**config.mk**
```make
export PLATFORM = sky130hd
export DESIGN_NAME = ecl_config_loader
export DESIGN_NICKNAME = d
export VERILOG_FILES = /design/src/ecl_pkg.sv /design/src/ecl_sync2.sv /design/src/ecl_i2c_bit.sv /design/src/ecl_config_loader.sv
export VERILOG_INCLUDE_DIRS = /design/src
export SDC_FILE = /design/constraint.sdc
export NUM_CORES = 1
export LEC_CHECK = 0
export BUFFER_PORTS_ARGS = -buffer_cell sky130_fd_sc_hd__buf_2
export CELL_PAD_IN_SITES_DETAIL_PLACEMENT = 0
export CELL_PAD_IN_SITES_GLOBAL_PLACEMENT = 1
export CORE_ASPECT_RATIO = 1.2
export CORE_MARGIN = 2
export CORE_UTILIZATION = 43
export CTS_CLUSTER_DIAMETER = 50
export DETAILED_ROUTE_END_ITERATION = 16
export PLACE_DENSITY_LB_ADDON = 0.12
export REMOVE_ABC_BUFFERS = 1
export SLEW_MARGIN = 0
export SYNTH_ARGS = -nofsm -noshare
export SYNTH_HDL_FRONTEND = slang
export SYNTH_SLANG_ARGS = --single-unit
```
**constraint.sdc**
```tcl
create_clock -name clk -period 3.4 [get_ports clk]
set_input_delay 0.68 -clock clk [delete_from_list [all_inputs] [get_ports clk]]
set_output_delay 0.68 -clock clk [all_outputs]
set_load 0.02 [all_outputs]
```
**src/ecl_defines.svh**
```systemverilog
`ifndef ECL_DEFINES_SVH
`define ECL_DEFINES_SVH

// Capability window, dword index of a byte address within the capability
`define ECL_DW_CAP    6'h02
`define ECL_DW_DATA   6'h03
`define ECL_LANE_ADDR 2
`define ECL_FLAG_BIT  7
`define ECL_CAP_ID    8'h03
`define ECL_NEXT_PTR  8'h00
`define ECL_ADDR_RST  7'h00
`define ECL_DATA_RST  32'h0000_0000

// Serial link
`define ECL_SLAVE     7'h50
`define ECL_LAST_TB   3'h6
`define ECL_LAST_WTB  3'h5
`define ECL_LOAD_WDS  2'h2

// Timing
`define ECL_CLK_NS    50
`define ECL_SCL_NS    400
`define ECL_SCL_QCYC  ((`ECL_SCL_NS) / (4 * `ECL_CLK_NS))
`define ECL_T_WR_US   5000
`define ECL_T_WR_CYC  ((`ECL_T_WR_US * 1000 + `ECL_CLK_NS - 1) / `ECL_CLK_NS)

`endif

```
**src/ecl_pkg.sv**
```systemverilog
package ecl_pkg;

  typedef enum logic [2:0] {
    ST_IDLE  = 3'h0,
    ST_START = 3'h1,
    ST_TX    = 3'h3,
    ST_RX    = 3'h2,
    ST_STOP  = 3'h6,
    ST_WWAIT = 3'h7
  } ecl_state_e;

  typedef enum logic [1:0] {
    BC_START = 2'h0,
    BC_WR    = 2'h1,
    BC_RD    = 2'h3,
    BC_STOP  = 2'h2
  } ecl_bcmd_e;

  typedef enum logic [1:0] {
    OP_LOAD  = 2'h0,
    OP_READ  = 2'h1,
    OP_WRITE = 2'h2
  } ecl_op_e;

  typedef struct packed {
    logic [1:0] s1;
    logic [1:0] s2;
  } ecl_sync_s;

  typedef struct packed {
    logic       busy;
    ecl_bcmd_e  cmd;
    logic       din;
    logic [1:0] q;
    logic [3:0] cnt;
    logic       scl_oe;
    logic       sda_oe;
    logic       dout;
    logic       done;
  } ecl_bit_s;

  typedef struct packed {
    ecl_state_e  st;
    ecl_op_e     op;
    logic [2:0]  tb;
    logic [3:0]  bitn;
    logic [7:0]  sh;
    logic        fail;
    logic        req;
    ecl_bcmd_e   bc;
    logic        bdin;
    logic [1:0]  lw;
    logic [16:0] wcnt;
    logic [6:0]  addr;
    logic        flag;
    logic        pend;
    logic [31:0] data;
    logic [31:0] rdata;
    logic [63:0] ids;
    logic [31:0] opt;
    logic        loaded;
    logic        present;
  } ecl_main_s;

endpackage

```
**src/ecl_sync2.sv**
```systemverilog
module ecl_sync2 import ecl_pkg::*; (
  input  wire logic       clk,
  input  wire logic       sys_rst,
  input  wire logic       clk_en,
  input  wire logic [1:0] din,
  output logic      [1:0] dout
);
  ecl_sync_s s_r;
  ecl_sync_s s_nxt;

  always_comb begin
    s_nxt    = s_r;
    s_nxt.s1 = din;
    s_nxt.s2 = s_r.s1;
  end

  // Released lines idle high
  always_ff @(posedge clk) begin
    if (sys_rst) begin
      s_r <= '{s1: 2'h3, s2: 2'h3};
    end else if (clk_en) begin
      s_r <= s_nxt;
    end
  end

  assign dout = s_r.s2;
endmodule // ecl_sync2

```
**src/ecl_i2c_bit.sv**
```systemverilog
`include "ecl_defines.svh"
module ecl_i2c_bit import ecl_pkg::*; (
  input  wire logic      clk,
  input  wire logic      sys_rst,
  input  wire logic      clk_en,
  input  wire logic      req,
  input  wire ecl_bcmd_e cmd,
  input  wire logic      din,
  input  wire logic      scl_s,
  input  wire logic      sda_s,
  output logic           done,
  output logic           dout,
  output logic           scl_oe,
  output logic           sda_oe
);
  localparam logic [3:0] QC = 4'(`ECL_SCL_QCYC - 1);

  ecl_bit_s s_r;
  ecl_bit_s s_nxt;

  always_comb begin
    s_nxt      = s_r;
    s_nxt.done = 1'b0;
    if (!s_r.busy) begin
      // Done flop blocks a stale request in the hand-off cycle
      if (req && !s_r.done) begin
        s_nxt.busy = 1'b1;
        s_nxt.cmd  = cmd;
        s_nxt.din  = din;
        s_nxt.q    = 2'h0;
        s_nxt.cnt  = QC;
        unique case (cmd)
          BC_START: s_nxt.sda_oe = 1'b0;
          BC_STOP:  s_nxt.sda_oe = 1'b1;
          BC_WR:    s_nxt.sda_oe = ~din;
          BC_RD:    s_nxt.sda_oe = 1'b0;
        endcase
      end
    end else if (s_r.cnt != 4'h0) begin
      s_nxt.cnt = s_r.cnt - 4'h1;
    end else begin
      s_nxt.cnt = QC;
      unique case (s_r.q)
        2'h0: begin
          s_nxt.q      = 2'h1;
          s_nxt.scl_oe = 1'b0;
        end
        2'h1: begin
          // Slave may stretch the clock; start also needs a free bus
          if (!scl_s || (s_r.cmd == BC_START && !sda_s)) begin
            s_nxt.cnt = 4'h0;
          end else begin
            s_nxt.q = 2'h2;
            if (s_r.cmd == BC_START) begin
              s_nxt.sda_oe = 1'b1;
            end
            if (s_r.cmd == BC_STOP) begin
              s_nxt.sda_oe = 1'b0;
            end
            if (s_r.cmd == BC_RD) begin
              s_nxt.dout = sda_s;
            end
          end
        end
        2'h2: begin
          s_nxt.q = 2'h3;
          if (s_r.cmd != BC_STOP) begin
            s_nxt.scl_oe = 1'b1;
          end
        end
        2'h3: begin
          s_nxt.busy = 1'b0;
          s_nxt.done = 1'b1;
        end
      endcase
    end
  end

  always_ff @(posedge clk) begin
    if (sys_rst) begin
      s_r <= '0;
    end else if (clk_en) begin
      s_r <= s_nxt;
    end
  end

  assign done   = s_r.done;
  assign dout   = s_r.dout;
  assign scl_oe = s_r.scl_oe;
  assign sda_oe = s_r.sda_oe;
endmodule // ecl_i2c_bit

```
**src/ecl_config_loader.sv**
```systemverilog
`include "ecl_defines.svh"
module ecl_config_loader import ecl_pkg::*; #(
  // Arbitrary values, not tied to any maker
  parameter logic [15:0] DEF_VENDOR_ID  = 16'h1234,
  parameter logic [15:0] DEF_DEVICE_ID  = 16'h5678,
  parameter logic [15:0] DEF_SUB_VENDOR = 16'h9ABC,
  parameter logic [15:0] DEF_SUB_DEVICE = 16'hDEF0,
  parameter int          WRITE_WAIT_CYC = `ECL_T_WR_CYC
) (
  input  wire logic        clk,
  input  wire logic        sys_rst,
  input  wire logic        clk_en,
  input  wire logic [7:0]  cfg_addr,
  input  wire logic [3:0]  cfg_be,
  input  wire logic        cfg_wr,
  input  wire logic        cfg_rd,
  input  wire logic [31:0] cfg_wdata,
  output logic      [31:0] cfg_rdata,
  input  wire logic        scl_i,
  output logic             scl_o,
  output logic             scl_oe,
  input  wire logic        sda_i,
  output logic             sda_o,
  output logic             sda_oe,
  output logic      [15:0] vendor_id,
  output logic      [15:0] device_id,
  output logic      [15:0] subsys_vendor_id,
  output logic      [15:0] subsys_device_id,
  output logic      [31:0] option_bits,
  output logic             load_done,
  output logic             eeprom_present
);
  localparam logic [63:0] DEF_IDS = {DEF_SUB_DEVICE, DEF_SUB_VENDOR,
                                     DEF_DEVICE_ID, DEF_VENDOR_ID};

  ecl_main_s s_r;
  ecl_main_s s_nxt;

  logic [1:0] lines_s;
  logic       bdone;
  logic       bdout;
  logic [6:0] ea;

  ecl_sync2 u_sync (
    .clk     (clk),
    .sys_rst (sys_rst),
    .clk_en  (clk_en),
    .din     ({scl_i, sda_i}),
    .dout    (lines_s)
  );

  ecl_i2c_bit u_bit (
    .clk     (clk),
    .sys_rst (sys_rst),
    .clk_en  (clk_en),
    .req     (s_r.req),
    .cmd     (s_r.bc),
    .din     (s_r.bdin),
    .scl_s   (lines_s[1]),
    .sda_s   (lines_s[0]),
    .done    (bdone),
    .dout    (bdout),
    .scl_oe  (scl_oe),
    .sda_oe  (sda_oe)
  );

  // Open-drain: only the enables ever pull low
  assign scl_o = 1'b0;
  assign sda_o = 1'b0;

  function automatic logic [7:0] tx_byte(
    input logic [2:0]  tb,
    input logic        wr,
    input logic [6:0]  a,
    input logic [31:0] d
  );
    logic [7:0] b;
    b = 8'h00;
    if (tb == 3'h0) begin
      b = {`ECL_SLAVE, 1'b0};
    end else if (tb == 3'h1) begin
      b = {1'b0, a};
    end else if (!wr) begin
      b = {`ECL_SLAVE, 1'b1};
    end else begin
      b = 8'(d >> {tb - 3'h2, 3'h0});
    end
    return b;
  endfunction

  function automatic logic [31:0] reg_read(
    input logic [7:0]  a,
    input ecl_main_s   s
  );
    logic [31:0] r;
    r = 32'h0000_0000;
    if (a[7:2] == `ECL_DW_CAP) begin
      r = {8'h00, s.flag, s.addr, `ECL_NEXT_PTR, `ECL_CAP_ID};
    end else if (a[7:2] == `ECL_DW_DATA) begin
      r = s.data;
    end
    return r;
  endfunction

  // Load words sit at 0, 4, 8; host words at the programmed address
  assign ea = (s_r.op == OP_LOAD) ? {3'h0, s_r.lw, 2'h0} : s_r.addr;

  always_comb begin
    s_nxt = s_r;

    if (cfg_rd) begin
      s_nxt.rdata = reg_read(cfg_addr, s_r);
    end

    // Writes while a host request is pending are dropped to keep the word coherent
    if (cfg_wr && !s_r.pend) begin
      if (cfg_addr[7:2] == `ECL_DW_CAP && cfg_be[`ECL_LANE_ADDR]) begin
        s_nxt.addr = {cfg_wdata[22:18], 2'h0};
        s_nxt.flag = cfg_wdata[16 + `ECL_FLAG_BIT];
        s_nxt.pend = 1'b1;
      end
      if (cfg_addr[7:2] == `ECL_DW_DATA) begin
        for (int i = 0; i < 4; i++) begin
          if (cfg_be[i]) begin
            s_nxt.data[8*i +: 8] = cfg_wdata[8*i +: 8];
          end
        end
      end
    end

    if (s_r.st == ST_IDLE && (s_r.pend || !s_r.loaded)) begin
      s_nxt.st   = ST_START;
      s_nxt.tb   = 3'h0;
      s_nxt.fail = 1'b0;
      s_nxt.req  = 1'b1;
      s_nxt.bc   = BC_START;
      if (!s_r.loaded) begin
        s_nxt.op = OP_LOAD;
      end else if (s_r.flag) begin
        s_nxt.op = OP_WRITE;
      end else begin
        s_nxt.op = OP_READ;
      end
    end

    if (s_r.st == ST_WWAIT) begin
      // Fixed write-cycle wait instead of acknowledge polling
      if (s_r.wcnt == 17'(WRITE_WAIT_CYC - 1)) begin
        s_nxt.st   = ST_IDLE;
        s_nxt.flag = 1'b0;
        s_nxt.pend = 1'b0;
      end else begin
        s_nxt.wcnt = s_r.wcnt + 17'h1;
      end
    end

    if (bdone) begin
      s_nxt.req = 1'b0;
      unique case (s_r.st)
        ST_START: begin
          s_nxt.st   = ST_TX;
          s_nxt.bitn = 4'h0;
          s_nxt.sh   = tx_byte(s_r.tb, s_r.op == OP_WRITE, ea, s_r.data);
          s_nxt.req  = 1'b1;
          s_nxt.bc   = BC_WR;
          s_nxt.bdin = s_nxt.sh[7];
        end
        ST_TX: begin
          s_nxt.req = 1'b1;
          if (s_r.bitn < 4'h7) begin
            s_nxt.bitn = s_r.bitn + 4'h1;
            s_nxt.sh   = {s_r.sh[6:0], 1'b0};
            s_nxt.bc   = BC_WR;
            s_nxt.bdin = s_r.sh[6];
          end else if (s_r.bitn == 4'h7) begin
            s_nxt.bitn = 4'h8;
            s_nxt.bc   = BC_RD;
          end else if (bdout) begin
            // No acknowledge: end the transfer cleanly
            s_nxt.fail = 1'b1;
            s_nxt.st   = ST_STOP;
            s_nxt.bc   = BC_STOP;
          end else if (s_r.op != OP_WRITE && s_r.tb == 3'h1) begin
            s_nxt.tb = 3'h2;
            s_nxt.st = ST_START;
            s_nxt.bc = BC_START;
          end else if (s_r.op != OP_WRITE && s_r.tb == 3'h2) begin
            s_nxt.tb   = 3'h3;
            s_nxt.st   = ST_RX;
            s_nxt.bitn = 4'h0;
            s_nxt.bc   = BC_RD;
          end else if (s_r.op == OP_WRITE && s_r.tb == `ECL_LAST_WTB) begin
            s_nxt.st = ST_STOP;
            s_nxt.bc = BC_STOP;
          end else begin
            s_nxt.tb   = s_r.tb + 3'h1;
            s_nxt.bitn = 4'h0;
            s_nxt.sh   = tx_byte(s_nxt.tb, s_r.op == OP_WRITE, ea, s_r.data);
            s_nxt.bc   = BC_WR;
            s_nxt.bdin = s_nxt.sh[7];
          end
        end
        ST_RX: begin
          s_nxt.req = 1'b1;
          if (s_r.bitn < 4'h8) begin
            s_nxt.sh   = {s_r.sh[6:0], bdout};
            s_nxt.bitn = s_r.bitn + 4'h1;
            s_nxt.bc   = BC_RD;
            if (s_r.bitn == 4'h7) begin
              // Acknowledge all but the last byte
              s_nxt.bc   = BC_WR;
              s_nxt.bdin = (s_r.tb == `ECL_LAST_TB);
            end
          end else begin
            s_nxt.data = {s_r.sh, s_r.data[31:8]};
            if (s_r.tb == `ECL_LAST_TB) begin
              s_nxt.st = ST_STOP;
              s_nxt.bc = BC_STOP;
            end else begin
              s_nxt.tb   = s_r.tb + 3'h1;
              s_nxt.bitn = 4'h0;
              s_nxt.bc   = BC_RD;
            end
          end
        end
        ST_STOP: begin
          s_nxt.st = ST_IDLE;
          unique case (s_r.op)
            OP_LOAD: begin
              if (s_r.fail) begin
                s_nxt.ids     = DEF_IDS;
                s_nxt.opt     = 32'h0000_0000;
                s_nxt.present = 1'b0;
                s_nxt.loaded  = 1'b1;
                s_nxt.data    = `ECL_DATA_RST;
              end else begin
                s_nxt.present = 1'b1;
                s_nxt.lw      = s_r.lw + 2'h1;
                if (s_r.lw == 2'h0) begin
                  s_nxt.ids[31:0] = s_r.data;
                end
                if (s_r.lw == 2'h1) begin
                  s_nxt.ids[63:32] = s_r.data;
                end
                if (s_r.lw == `ECL_LOAD_WDS) begin
                  s_nxt.opt    = s_r.data;
                  s_nxt.loaded = 1'b1;
                  s_nxt.data   = `ECL_DATA_RST;
                end
              end
            end
            OP_READ: begin
              s_nxt.flag = 1'b1;
              s_nxt.pend = 1'b0;
            end
            OP_WRITE: begin
              if (s_r.fail) begin
                s_nxt.flag = 1'b0;
                s_nxt.pend = 1'b0;
              end else begin
                s_nxt.st   = ST_WWAIT;
                s_nxt.wcnt = 17'h0;
              end
            end
            default: begin
              s_nxt.pend = 1'b0;
            end
          endcase
        end
        default: begin
          s_nxt.st = ST_IDLE;
        end
      endcase
    end
  end

  always_ff @(posedge clk) begin
    if (sys_rst) begin
      s_r         <= '0;
      s_r.st      <= ST_IDLE;
      s_r.op      <= OP_LOAD;
      s_r.bc      <= BC_START;
      s_r.addr    <= `ECL_ADDR_RST;
      s_r.data    <= `ECL_DATA_RST;
      s_r.ids     <= DEF_IDS;
    end else if (clk_en) begin
      s_r <= s_nxt;
    end
  end

  assign cfg_rdata        = s_r.rdata;
  assign vendor_id        = s_r.ids[15:0];
  assign device_id        = s_r.ids[31:16];
  assign subsys_vendor_id = s_r.ids[47:32];
  assign subsys_device_id = s_r.ids[63:48];
  assign option_bits      = s_r.opt;
  assign load_done        = s_r.loaded;
  assign eeprom_present   = s_r.present;
endmodule // ecl_config_loader

```
## After elaboration in Yosys (flattened, before gate mapping)

Cells that the tools add are included.
Widths: inputs -> output; s select.

| cells by class | value |
|---|---|
| add/subtract/negate cells | 7 |
| multipliers | 0 |
| divide/modulo/power cells | 0 |
| $lt $le $gt $ge | 2 |
| equal/unequal tests | 47 |
| shift operators | 2 |
| muxes and demuxes | 133 |
| bitwise gates (word level) | 5 |
| reductions and logical operators | 50 |

Operators by type and width:

| kind | number |
|---|---|
| $mux 32 | 9 |
| $mux 8 | 21 |
| $mux 15 | 9 |
| $mux 98 | 1 |
| $mux 17 | 4 |
| $mux 34 | 2 |
| $pmux 32 s2 | 1 |
| $shr 32x6->8 | 2 |
| $mux 3 | 20 |
| $mux 39 | 1 |
| $mux 2 | 19 |
| $pmux 12 s3 | 1 |
| $mux 33 | 1 |
| $reduce_and 5->1 | 6 |
| $mux 12 | 2 |
| $ne 3x3->1 const B | 8 |
| $mux 1 | 22 |
| $mux 7 | 3 |
| $mux 4 | 5 |
| $mux 19 | 1 |
| $add 17x1->17 const B | 1 |
| $eq 17x17->1 const B | 1 |
| $eq 2x2->1 const B | 8 |
| $ne 4x4->1 const B | 4 |
| 42 further kinds | 94 |

| storage, ports and cells | value |
|---|---|
| register bits after elaboration | 231 |
| latch bits | 0 |
| bits in writable memories | 0 |
| ROM bits | 0 |
| input port bits | 51 |
| output and inout bits | 134 |
| logic and storage cells | 278 |
| memories | 0 |

## Depth between registers and ports, before layout

Gate-level depths: netlist of the first run.

| depth | value |
|---|---|
| depth after elaboration | 29 |
| gate-level depth with buffers | 11 |
| mapped depth without buffers | 7 |

## By module

Synthesis of the first run repeated with hierarchy kept, for this count alone.

| second synthesis, totals | value |
|---|---|
| cells, all modules | 1487 |
| area total of the unflattened synthesis | 12335.6 µm² |

By module, submodules not included:

| module | times used | cells an instance | area each (µm²) | seq. area each (µm²) |
|---|---|---|---|---|
| ecl_config_loader | 1 | 1383 | 11397.2 | 4264.1 |
| ecl_i2c_bit | 1 | 92 | 798.3 | 260.2 |
| ecl_sync2 | 1 | 12 | 140.1 | 80.1 |

## Worst setup path before layout of the first run

Ideal clock, no wire load.

| timing path | value |
|---|---|
| path kind | reg2reg |
| start point | register s_r[207] (netlist name) |
| end point | register s_r[197] (netlist name) |
| library setup time | 91 ps |
| arrival | 2573 ps |
| data required time | 3309 ps |
| slack | 736 ps |
| cell stages (with the launch flop) | 12 |
| path buffers | 4 |
| period minus slack after synthesis | 2664 ps |
| cell sequence | dfxtp_1 > buf_2 > buf_2 > buf_2 > inv_1 > ha_1 > o21bai_1 > o221ai_1 > a21oi_1 > buf_2 > nor2_1 > a311oi_1 |

| between the ends | value |
|---|---|
| longest elaborated chain between the ends | 28 |
| elaborated cells between the ends (all ways) | 46 |
| classes of those cells | add/sub (3); eq/ne (7); shift (2); mux (28); reduce/logical (6) |

RTL lines:

| item | RTL line | source |
|---|---|---|
| from (decl) | ecl_config_loader.sv:36 | `ecl_main_s s_r;` |
| from (signal assigned) | ecl_config_loader.sv:287 | `s_r <= s_nxt;` |
| $add 3x1->3 | ecl_config_loader.sv:196 | `s_nxt.tb = s_r.tb + 3'h1;` |
| $sub 3x2->3 | ecl_config_loader.sv:86 | `b = 8'(d >> {tb - 3'h2, 3'h0});` |
| $shr 32x6->8 | ecl_config_loader.sv:86 |  |
| $mux 8 | ecl_config_loader.sv:83 | `end else if (!wr) begin` |
| $mux 8 | ecl_config_loader.sv:81 | `end else if (tb == 3'h1) begin` |
| $mux 8 | ecl_config_loader.sv:79 | `if (tb == 3'h0) begin` |
| $mux 8 | ecl_config_loader.sv:192 | `` end else if (s_r.op == OP_WRITE && s_r.tb == `ECL_LAST_WTB) begin `` |
| $mux 8 | ecl_config_loader.sv:187 | `end else if (s_r.op != OP_WRITE && s_r.tb == 3'h2) begin` |
| [... 12 more ...] | -- |  |
| $mux 15 | ecl_config_loader.sv:159 | `unique case (s_r.st)` |
| $mux 15 | ecl_config_loader.sv:157 | `if (bdone) begin` |
| $mux 8 | ecl_config_loader.sv:187 |  |
| $mux 12 | ecl_config_loader.sv:183 | `end else if (s_r.op != OP_WRITE && s_r.tb == 3'h1) begin` |
| $mux 15 | ecl_config_loader.sv:178 | `end else if (bdout) begin` |
| $mux 9 | ecl_config_loader.sv:175 | `end else if (s_r.bitn == 4'h7) begin` |
| $mux 12 | ecl_config_loader.sv:170 | `if (s_r.bitn < 4'h7) begin` |
| $pmux 12 s3 | ecl_config_loader.sv:159 |  |

Several ways; a longest one is shown, not always the timed one. The select of a mux whose other input is x is not followed.
A chain may end at the register's enable or synchronous reset.

## Final worst setup path of the first run

| timing path | value |
|---|---|
| start point | register s_r[208] (netlist name) |
| end point | register s_r[190] (netlist name) |

| between the ends | value |
|---|---|
| longest elaborated chain between the ends | 21 |
| elaborated cells between the ends (all ways) | 42 |
| classes of those cells | add/sub (3); eq/ne (8); shift (2); mux (23); reduce/logical (6) |

RTL lines:

| item | RTL line |
|---|---|
| $add 3x1->3 | ecl_config_loader.sv:196 |
| $sub 3x2->3 | ecl_config_loader.sv:86 |
| $shr 32x6->8 | ecl_config_loader.sv:86 |
| $mux 8 | ecl_config_loader.sv:83 |
| $mux 8 | ecl_config_loader.sv:81 |
| $mux 8 | ecl_config_loader.sv:79 |
| $mux 8 | ecl_config_loader.sv:192 |
| $mux 8 | ecl_config_loader.sv:187 |
| [... 5 more ...] | -- |
| $mux 8 | ecl_config_loader.sv:157 |
| $mux 1 | ecl_config_loader.sv:192 |
| $mux 1 | ecl_config_loader.sv:187 |
| $mux 1 | ecl_config_loader.sv:183 |
| $mux 1 | ecl_config_loader.sv:178 |
| $mux 1 | ecl_config_loader.sv:175 |
| $mux 3 | ecl_config_loader.sv:170 |
| $pmux 4 s3 | ecl_config_loader.sv:159 |

Several ways; a longest one is shown, not always the timed one. The select of a mux whose other input is x is not followed.

==> out/results.tsv, run 1 <==
stage	metric	value	unit
placed_design	placed instance count	1784	
route	wire per inst	19.3	um
sta	Slew Limit Fails	0	
logic_synthesis	predominant post-synthesis flop cell	dfxtp_1	
setup_path	worst setup path startpoint	s_r[208]	
cells_and_area	non-filler cells, final	1839	
route	Routed WL	35.6	mm
floorplan	Initial Util	0.440	
cells_and_area	Layout area overhead	10.9	%
clock_tree	H-tree levels	1	
logic_synthesis	#FFs+latches synth	230	
setup_path	CP Launch Type	register	
clock_tree	CTS root buf	clkbuf_16	
pwr	Worst VDD drop	0.000344	V
placed_design	Placement Cell Area	12200	um2
logic_synthesis	synthesized area	12000	um2
sta	Clock Skew	0.0110	ns
worst_hold_path	worst hold start	scl_i	
job	Max-cap violations	0	
sta	Peak Freq	387	MHz
setup_path	critical path peak fanout	9	
placed_design	GPL Wtd Cong	0.924	
sta	Finish-stage setup viols	0	
grt	largest net degree at the start of global routing	77	
grt	GRT Util Overall	0.235	
placed_design	port bufs	180	
cells_and_area	post-route cell area	13300	um2
pwr	LEAKAGE	4.81	nW
grt	initial antenna violation count	0	
setup_path	critical path type	reg2reg	
route	drt drc	0	
setup_path	Critical Path RT	3.86	ns
clock_tree	clk slew on worst S/H paths	0.06	ns
floorplan	Die Span X	156	um
logic_synthesis	yosys warns	0	
route	antenna-violating nets left	0	
cells_and_area	Fillers	2773	
clock_tree	Inserted Clock Buffers	30	
pwr	Power Total	6.29	mW
cells_and_area	Post-layout nets	1548	
grt	first-pass GRT wire length	55.4	mm
setup_path	CP max stage delay	0.58	ns
floorplan	die area	29200	um2
setup_path	r2r startpoint	s_r[208]	
cells_and_area	layout cell share with drive strength beyond 1	0.196	
sta	final setup margin	0.817	ns
floorplan	# rows	66	
clock_tree	# Post-CTS Setup Buffers	0	
floorplan	Ports	185	
setup_path	Worst setup EP type	register	
grt	total grt overflow	0	
placed_design	dpl ws	0.572	ns
logic_synthesis	Synth top area share	0.384	
cells_and_area	fin util	0.488	
route	DRT iter0 DRCs	625	
sta	unrepaired setup endpoints after global routing	false	
logic_synthesis	top cells by area, synth	dfxtp_1 38%, buf_4 8.1%, nand2_1 5.9%	
sta	Final TNS setup	0	ns
logic_synthesis	Synth Instances	1463	
logic_synthesis	largest area contributor in the netlist	dfxtp_1	
clock_tree	TritonCTS clock tree	yes	
floorplan	core area	27300	um2
run_status	status	finished clean	
clock_tree	Skew-Pair Late Insertion Delay	0.56	ns
clock_tree	hold-fix buffer count after cts	0	
grt	vias in the first global route	9733	
floorplan	die height	187	um
clock_tree	clock buffer depth	3	
route	vias	10300	
logic_synthesis	count leader, synth	dfxtp_1	
setup_path	critical path, cell by cell	ha_1, xor2_1, buf_4, nand2b_1, o221ai_1, nand3_1, a311oi_1	
logic_synthesis	Post-synth EDFFs	0	
route	DRT Pass-1 Iters	5	
route	vias per cell	5.62	
sta	Worst slew margin	0.214	
sta	final hold vios	0	
sta	Least-Margin Pin Slew	1.17	ns
worst_hold_path	HP Class	in2reg	
placed_design	Final HPWL DP	25.4	mm
clock_tree	post-CTS resize count	0	
cells_and_area	Ant. Diodes	0	
clock_tree	total clock sinks	230	
sta	WHS	0.337	ns
logic_synthesis	Async SR Flop Fraction	0	
setup_path	critical path arrival	3.05	ns
setup_path	slowest stage cell, crit path	xor2_1	
logic_synthesis	top cells by instance count after synthesis	230 x dfxtp_1, 189 x nand2_1, 138 x a21oi_1	
sta	fin crit period	2.58	ns
logic_synthesis	sequential-to-total area share from yosys stat	0.384	
pwr	power density over cell area	473	nW/um2
sta	fin crit share	0.760	
logic_synthesis	syn_area_per_cell	8.19	um2
logic_synthesis	post-synth cell types	74	
## layer usage
metal	global-route usage	vias up	part of all wire
li1	-	5067	-
met1	0.296	4899	0.43
met2	0.420	311	0.50
met3	0.0306	52	0.050
met4	0.0646	0	0.024
met5	0	-	0
## logic make-up after synthesis
family                     after synthesis  synth area share
buffers and inverters                  262             0.127
DFF                                    230             0.384
AOI/OAI and AO/OA                      358             0.201
other                                    1          0.000313
and+or+nand+nor                        529             0.215
muxes                                   45            0.0382
adders and majority gates               21            0.0219
xor gates and xnor gates                17            0.0124
## worst max-delay path, delay by kind of cell (launching register included)
family / cells / cell delay [ns]
AND/OR/NAND/NOR: 2 / 0.28
XOR/XNOR: 1 / 0.58
adder cells (fa/ha/maj): 1 / 0.33
AO/OA/AOI/OAI: 2 / 0.54
buffers and inverters: 1 / 0.28
flip-flops: 1 / 0.50
## cell type report
class | count | area [um2] | share of cell area
Clock buffer | 39 | 856 | 0.0644
Clock inverter | 16 | 209 | 0.0157
Inverter | 28 | 105 | 0.00791
Multi-Input combinational cell | 972 | 5900 | 0.444
Sequential cell | 230 | 4610 | 0.347
Tap cell | 340 | 425 | 0.0320
Timing Repair Buffer | 214 | 1190 | 0.0893
## placed cells by master, fill, tap and decap left out, types with 28 or more instances in the layout
cell type,synthesis,routed
clkbuf_16,0,31
buf_4,130,32
a22oi_1,36,36
o2bb2ai_1,28,28
dfxtp_1,230,228
mux2i_1,39,39
nor2b_1,33,33
nand3_1,48,48
nor2_1,120,119
buf_2,33,179
a21oi_1,138,138
nand2_1,189,189
a211o_1,28,28
## report_power, final
part	internal (mW)	switching (mW)
logic	0.0731	0.156
clock network	2.08	1.26
registers	2.71	0.0119
total	4.87	1.42
## path summary, 6_finish.rpt
| check | endpoint | slack, ns | cells after the start |
|---|---|---|---|
| max reg2reg | s_r[190] | 0.82 | 7 |
| min | u_sync.s_nxt[1] | 0.34 | 2 |
| max | s_r[190] | 0.82 | 7 |
| min reg2reg | cfg_rdata[15] | 0.45 | 2 |
## sequential cells by signal, indices dropped and copies added, names as in the netlist, 2 cells and up
signal	cells
device_id	16
u_sync.s_nxt	2
vendor_id	16
u_bit.s_r	9
u_sync.dout	2
cfg_rdata	32
option_bits	32
subsys_vendor_id	16
subsys_device_id	16
s_r	83
No activity file was read; power rests on OpenSTA's default activity.
==> run 2: changes to the inputs <==
--- a/config.mk
+++ b/config.mk
@@ -11,7 +11,7 @@
 export CELL_PAD_IN_SITES_GLOBAL_PLACEMENT = 1
 export CORE_ASPECT_RATIO = 1.2
 export CORE_MARGIN = 2
-export CORE_UTILIZATION = 43
+export CORE_UTILIZATION = 39
 export CTS_CLUSTER_DIAMETER = 50
 export DETAILED_ROUTE_END_ITERATION = 16
 export PLACE_DENSITY_LB_ADDON = 0.12
==> constraint.sdc (replaced) <==
create_clock -name clk -period 2.2 [get_ports clk]
set_input_delay 0.44 -clock clk [delete_from_list [all_inputs] [get_ports clk]]
set_output_delay 0.44 -clock clk [all_outputs]
set_load 0.02 [all_outputs]
==> run 2 against run 1 <==
  * Setup slack worse by 0.72 ns
  * Clock skew is 0.010 ns higher
  * Flip-flop and latch count stayed put
  * Sequential share of layout area is 2.5 points lower
  * Die area is 10% higher
  * Clock-buffer cell count stayed put
  * Critical endpoint is now s_r[202]
  * Sequential power is 55% higher
  * Critical path depth is 1 higher
  * Largest cell class unchanged
  * Cell area is 7.8% higher
  * Via count is 2.6% higher
  * Non-clock buffer count is 99 higher
==> out/results.tsv, run 2 (same netlist as run 1, synthesis figures left out) <==
stage	metric	value	unit
cells_and_area	Fillers	3060	
cells_and_area	layout cell share with drive strength beyond 1	0.253	
grt	GRT Util Overall	0.228	
route	DRT Pass-1 Iters	5	
clock_tree	CTS root buf	clkbuf_16	
clock_tree	clock buffer depth	3	
setup_path	Critical Path RT	2.60	ns
floorplan	Ports	185	
floorplan	Die Span X	164	um
pwr	P_sw	2.26	mW
setup_path	critical path type	reg2reg	
run_status	status	finished clean	
setup_path	critical path arrival	2.51	ns
grt	largest net degree at the start of global routing	113	
cells_and_area	area of the multi-input gates	5950	um2
route	Routed WL	37.6	mm
setup_path	critical path peak fanout	32	
route	vias per cell	5.31	
sta	fin crit share	0.956	
cells_and_area	Layout area overhead	19.5	%
grt	initial antenna violation count	1	
floorplan	# rows	70	
pwr	Worst VDD drop	0.000567	V
grt	vias in the first global route	10100	
pwr	Power Total	9.60	mW
placed_design	Final HPWL DP	27.5	mm
route	antenna-violating nets left	0	
clock_tree	TritonCTS clock tree	yes	
cells_and_area	Ant. Diodes	0	
placed_design	GPL Wtd Cong	0.887	
route	vias	10600	
sta	Finish-stage setup viols	0	
route	drt drc	0	
pwr	power density over cell area	670	nW/um2
sta	Slew Limit Fails	0	
cells_and_area	commonest cells after routing, fill and taps aside	227 x dfxtp_1, 189 x nand2_1, 179 x buf_2	
floorplan	Initial Util	0.394	
sta	Least-Margin Pin Slew	1.00	ns
sta	final hold vios	0	
sta	unrepaired setup endpoints after global routing	true	
sta	Clock Skew	0.0212	ns
setup_path	r2r setup slk	0.1	ns
pwr	Gate power share	0.040	
clock_tree	hold-fix buffer count after cts	0	
setup_path	Register-to-Register Path Depth	8	
placed_design	placed instance count	1939	
sta	fin crit period	2.10	ns
pwr	internal power	7.34	mW
pwr	Sw Share	0.236	
sta	Peak Freq	475	MHz
clock_tree	# Post-CTS Setup Buffers	0	
grt	first-pass GRT wire length	57.9	mm
clock_tree	clk slew on worst S/H paths	0.06	ns
cells_and_area	fin util	0.471	
sta	Worst slew margin	0.328	
clock_tree	H-tree levels	1	
worst_hold_path	HP Class	in2reg	
worst_hold_path	Min-Delay Path Depth	2	
cells_and_area	non-filler cells, final	1995	
cells_and_area	Post-layout nets	1648	
placed_design	port bufs	180	
pwr	Flop pwr share	0.438	
route	DRT iter0 DRCs	726	
cells_and_area	largest register by flop count	s_r	
pwr	LEAKAGE	5.36	nW
pwr	Clk network pwr share	0.522	
cells_and_area	Register Area	4610	um2
cells_and_area	leading cell type in the layout, fill and taps excluded	dfxtp_1	
grt	total grt overflow	0	
clock_tree	Inserted Clock Buffers	31	
clock_tree	Skew-Pair Late Insertion Delay	0.56	ns
floorplan	die area	32200	um2
setup_path	CP Launch Type	register	
clock_tree	total clock sinks	230	
cells_and_area	max FFs per register	83	
floorplan	core area	30400	um2
job	Max-cap violations	0	
route	wire per inst	18.9	um
floorplan	die height	196	um
setup_path	Worst setup EP type	register	
run 2: changes by cell type in the layout (fill, tap and decap cells not counted), sizes merged:
cell	delta
buf	+99
bufinv	-2
clkinv	+4
clkinvlp	-1
run 2: final timing paths:
check / start / to
hold reg to reg: cfg_rdata[12] / cfg_rdata[12]
hold / removal: sda_i / u_sync.s_nxt[0]
setup / recovery: s_r[207] / s_r[202]
setup reg to reg: s_r[207] / s_r[202]
run 2: power groups by stage:
stage / Clock, mW / Sequential, mW / Combinational (mW)
finish: 5.01 / 4.21 / 0.384
floorplan: 0 / 4.31 / 0.127
detailed placement: 0 / 4.30 / 0.387
CTS: 5.13 / 4.21 / 0.389
global placement: 0 / 4.30 / 0.385
global route: 5.30 / 4.21 / 0.418
run 2: metrics by stage:
stage | worst slack [ns] | hold slack [ns] | TNS [ns] | cell area [um2]
CTS | 0.00228 | 0.0647 | 0 | 14300
global route | -0.0121 | 0.0762 | -0.0155 | 14300
floorplan | -0.997 | 0.431 | -77.99 | 10600
finish | 0.0968 | 0.0872 | 0 | 14300
global placement | -0.125 | 0.437 | -2.37 | 13300
detailed placement | -0.168 | 0.440 | -2.89 | 13300
run 2: worst max-delay path, cell delays in order (launching register included):
cell and delay [ns]:
dfxtp_2 0.38, buf_4 0.14, buf_12 0.22, mux2i_2 0.27, o32ai_2 0.11, buf_4 0.14
a221o_1 0.33, a22oi_1 0.21, a311oi_1 0.11
run 2: area by class of cell:
cell class / count / area share
clock buffer: 39 / 0.0597
clock inverter: 17 / 0.0126
inverter: 28 / 0.00734
multi-input combinational: 972 / 0.415
sequential: 230 / 0.322
tap: 396 / 0.0346
timing repair buffer: 313 / 0.149
run 2: routing by layer:
metal | wire, um | vias to the layer above | GRT usage | share of wire
met1 | 16500 | 5019 | 0.292 | 0.44
met5 | 13 | - | 0 | 0.00035
met2 | 18600 | 225 | 0.402 | 0.49
li1 | - | 5292 | - | -
met4 | 1000 | 2 | 0.0666 | 0.027
met3 | 1490 | 57 | 0.0260 | 0.040
run 2: timing repair:
action / in CTS / in global routing
hold endpoints to repair: 0 / 0
pin swaps: 0 / 3
endpoints found under the setup margin: 9 / 7
gates resized for setup: 2 / 8
==> run 3: changes to the inputs <==
--- a/config.mk
+++ b/config.mk
@@ -6,16 +6,14 @@
 export SDC_FILE = /design/constraint.sdc
 export NUM_CORES = 1
 export LEC_CHECK = 0
+export ABC_CLOCK_PERIOD_IN_PS = 2200
 export BUFFER_PORTS_ARGS = -buffer_cell sky130_fd_sc_hd__buf_2
-export CELL_PAD_IN_SITES_DETAIL_PLACEMENT = 0
-export CELL_PAD_IN_SITES_GLOBAL_PLACEMENT = 1
 export CORE_ASPECT_RATIO = 1.2
 export CORE_MARGIN = 2
-export CORE_UTILIZATION = 39
+export CORE_UTILIZATION = 44
 export CTS_CLUSTER_DIAMETER = 50
 export DETAILED_ROUTE_END_ITERATION = 16
 export PLACE_DENSITY_LB_ADDON = 0.12
-export REMOVE_ABC_BUFFERS = 1
 export SLEW_MARGIN = 0
 export SYNTH_ARGS = -nofsm -noshare
 export SYNTH_HDL_FRONTEND = slang
==> run 3 against run 2 <==
  * Non-clock buffer count is 43 lower
  * Cell count is 5.0% lower
  * Utilization is 4.1 points higher
  * Via count is 0.88% higher
  * Global-route usage is 2.5 points higher
  * Die area is 11% lower
  * Critical endpoint is now s_r[195]
==> out/results.tsv, run 3 (same netlist as run 1, synthesis figures left out) <==
stage	metric	value	unit
setup_path	CP max stage delay	0.36	ns
pwr	power density over cell area	683	nW/um2
placed_design	Final HPWL DP	27.3	mm
setup_path	critical path arrival	2.57	ns
setup_path	critical path, cell by cell	ha_1, buf_4, xnor2_1, nand2_1, o221ai_1, o211ai_1, a311oi_1	
floorplan	die area	28600	um2
sta	Slew Limit Fails	0	
setup_path	CP Launch Type	register	
cells_and_area	Fillers	2691	
worst_hold_path	HP Class	in2reg	
cells_and_area	non-filler cells, final	1896	
sta	Final TNS setup	0	ns
sta	Worst slew margin	0.520	
cells_and_area	largest register by flop count	s_r	
grt	first-pass GRT wire length	57.3	mm
route	DRT iter0 DRCs	665	
route	wire per inst	19.7	um
placed_design	placed instance count	1838	
cells_and_area	area of the multi-input gates	5940	um2
cells_and_area	layout cell share with drive strength beyond 1	0.232	
sta	Clock Skew	0.0158	ns
route	DRT Pass-1 Iters	5	
sta	fin crit share	0.961	
grt	initial antenna violation count	2	
placed_design	dpl ws	-0.0764	ns
clock_tree	Inserted Clock Buffers	29	
clock_tree	CTS root buf	clkbuf_16	
clock_tree	clock buffer depth	3	
floorplan	Die Span X	155	um
setup_path	critical path type	reg2reg	
cells_and_area	max FFs per register	83	
route	Routed WL	37.3	mm
clock_tree	clk slew on worst S/H paths	0.06	ns
floorplan	Ports	185	
job	Max-cap violations	0	
clock_tree	H-tree levels	1	
route	vias per cell	5.64	
cells_and_area	Layout area overhead	15.1	%
route	antenna-violating nets left	0	
setup_path	slowest stage cell, crit path	xnor2_1	
floorplan	# rows	66	
sta	final hold vios	0	
cells_and_area	Post-layout nets	1603	
grt	vias in the first global route	10300	
setup_path	Critical Path RT	2.66	ns
sta	final setup margin	0.0867	ns
sta	fin crit period	2.11	ns
setup_path	critical path peak fanout	6	
placed_design	port bufs	180	
setup_path	Worst setup EP type	register	
cells_and_area	commonest cells after routing, fill and taps aside	227 x dfxtp_1, 189 x nand2_1, 179 x buf_2	
run_status	status	finished clean	
sta	unrepaired setup endpoints after global routing	true	
placed_design	GPL Wtd Cong	0.920	
pwr	Worst VDD drop	0.000691	V
sta	Least-Margin Pin Slew	0.720	ns
floorplan	Initial Util	0.445	
clock_tree	TritonCTS clock tree	yes	
grt	total grt overflow	0	
grt	largest net degree at the start of global routing	54	
pwr	LEAKAGE	5.11	nW
sta	Peak Freq	473	MHz
grt	GRT Util Overall	0.253	
route	drt drc	0	
cells_and_area	Register Area	4610	um2
sta	Finish-stage setup viols	0	
cells_and_area	leading cell type in the layout, fill and taps excluded	dfxtp_1	
floorplan	core area	26900	um2
clock_tree	total clock sinks	230	
clock_tree	Skew-Pair Late Insertion Delay	0.56	ns
floorplan	die height	185	um
route	vias	10700	
==> run 3: cell count changes in the layout (fill, tap and decap cells not counted), sizes merged <==
| cell | previous run | this run |
|---|---|---|
| diode | 0 | 2 |
| inv | 31 | 34 |
| clkinvlp | 2 | 0 |
| buf | 313 | 270 |
| clkinv | 10 | 8 |
| clkbuf | 39 | 38 |
==> run 3: worst paths after layout <==
kind	startpoint	to	slack [ns]	depth (start not counted)
min reg2reg	option_bits[11]	option_bits[11]	0.45	2
max reg2reg	s_r[207]	s_r[195]	0.09	7
min	sda_i	u_sync.s_nxt[0]	0.08	2
max	s_r[207]	s_r[195]	0.09	7
==> run 3: cell type report <==
type,instances,area share
inverters,28,0.00762
well taps,340,0.0308
clock inverters,16,0.0142
multi-input cells,972,0.431
clock buffers,38,0.0580
flip-flops and latches,230,0.334
diodes,2,0.000363
repair buffers,270,0.124
==> run 3: routing by layer <==
metal / vias to the layer above / wire [um] / global-route usage
met2: 307 / 18500 / 0.451
met1: 5107 / 15700 / 0.315
li1: 5188 / - / -
met5: - / 0 / 0
met3: 86 / 1870 / 0.0335
met4: 0 / 1290 / 0.0893
==> run 3: timing repair <==
action | CTS | global route
gates resized for setup | 0 | 16
setup endpoints to repair | 0 | 122
buffers inserted | 0 | 2
hold buffers | 0 | 0
==> run 3: power breakdown <==
group | switching (mW) | internal [mW] | total [mW]
Sequential | 0.0208 | 4.19 | 4.21
Combinational | 0.239 | 0.119 | 0.359
Clock | 1.99 | 2.86 | 4.85
==> run 3: worst max-delay path, delay by kind of cell, from the launching register on <==
family / cells / cell delay [ns]
AOI/OAI and AO/OA: 3 / 0.77
xor gates and xnor gates: 1 / 0.36
adders and majority gates: 1 / 0.23
buffers and inverters: 1 / 0.15
DFF: 1 / 0.35
and+or+nand+nor: 1 / 0.15
==> run 3: metrics by stage <==
stage / power [mW] / hold slack (ns) / area, um2 / util
floorplan: 4.52 / 0.431 / 12000 / -
global placement: 4.66 / 0.436 / 12700 / 0.472
detailed placement: 4.66 / 0.442 / 12700 / 0.472
CTS: 9.50 / 0.0661 / 13700 / 0.509
global route: 9.72 / 0.0599 / 13800 / 0.512
finish: 9.42 / 0.0788 / 13800 / 0.512
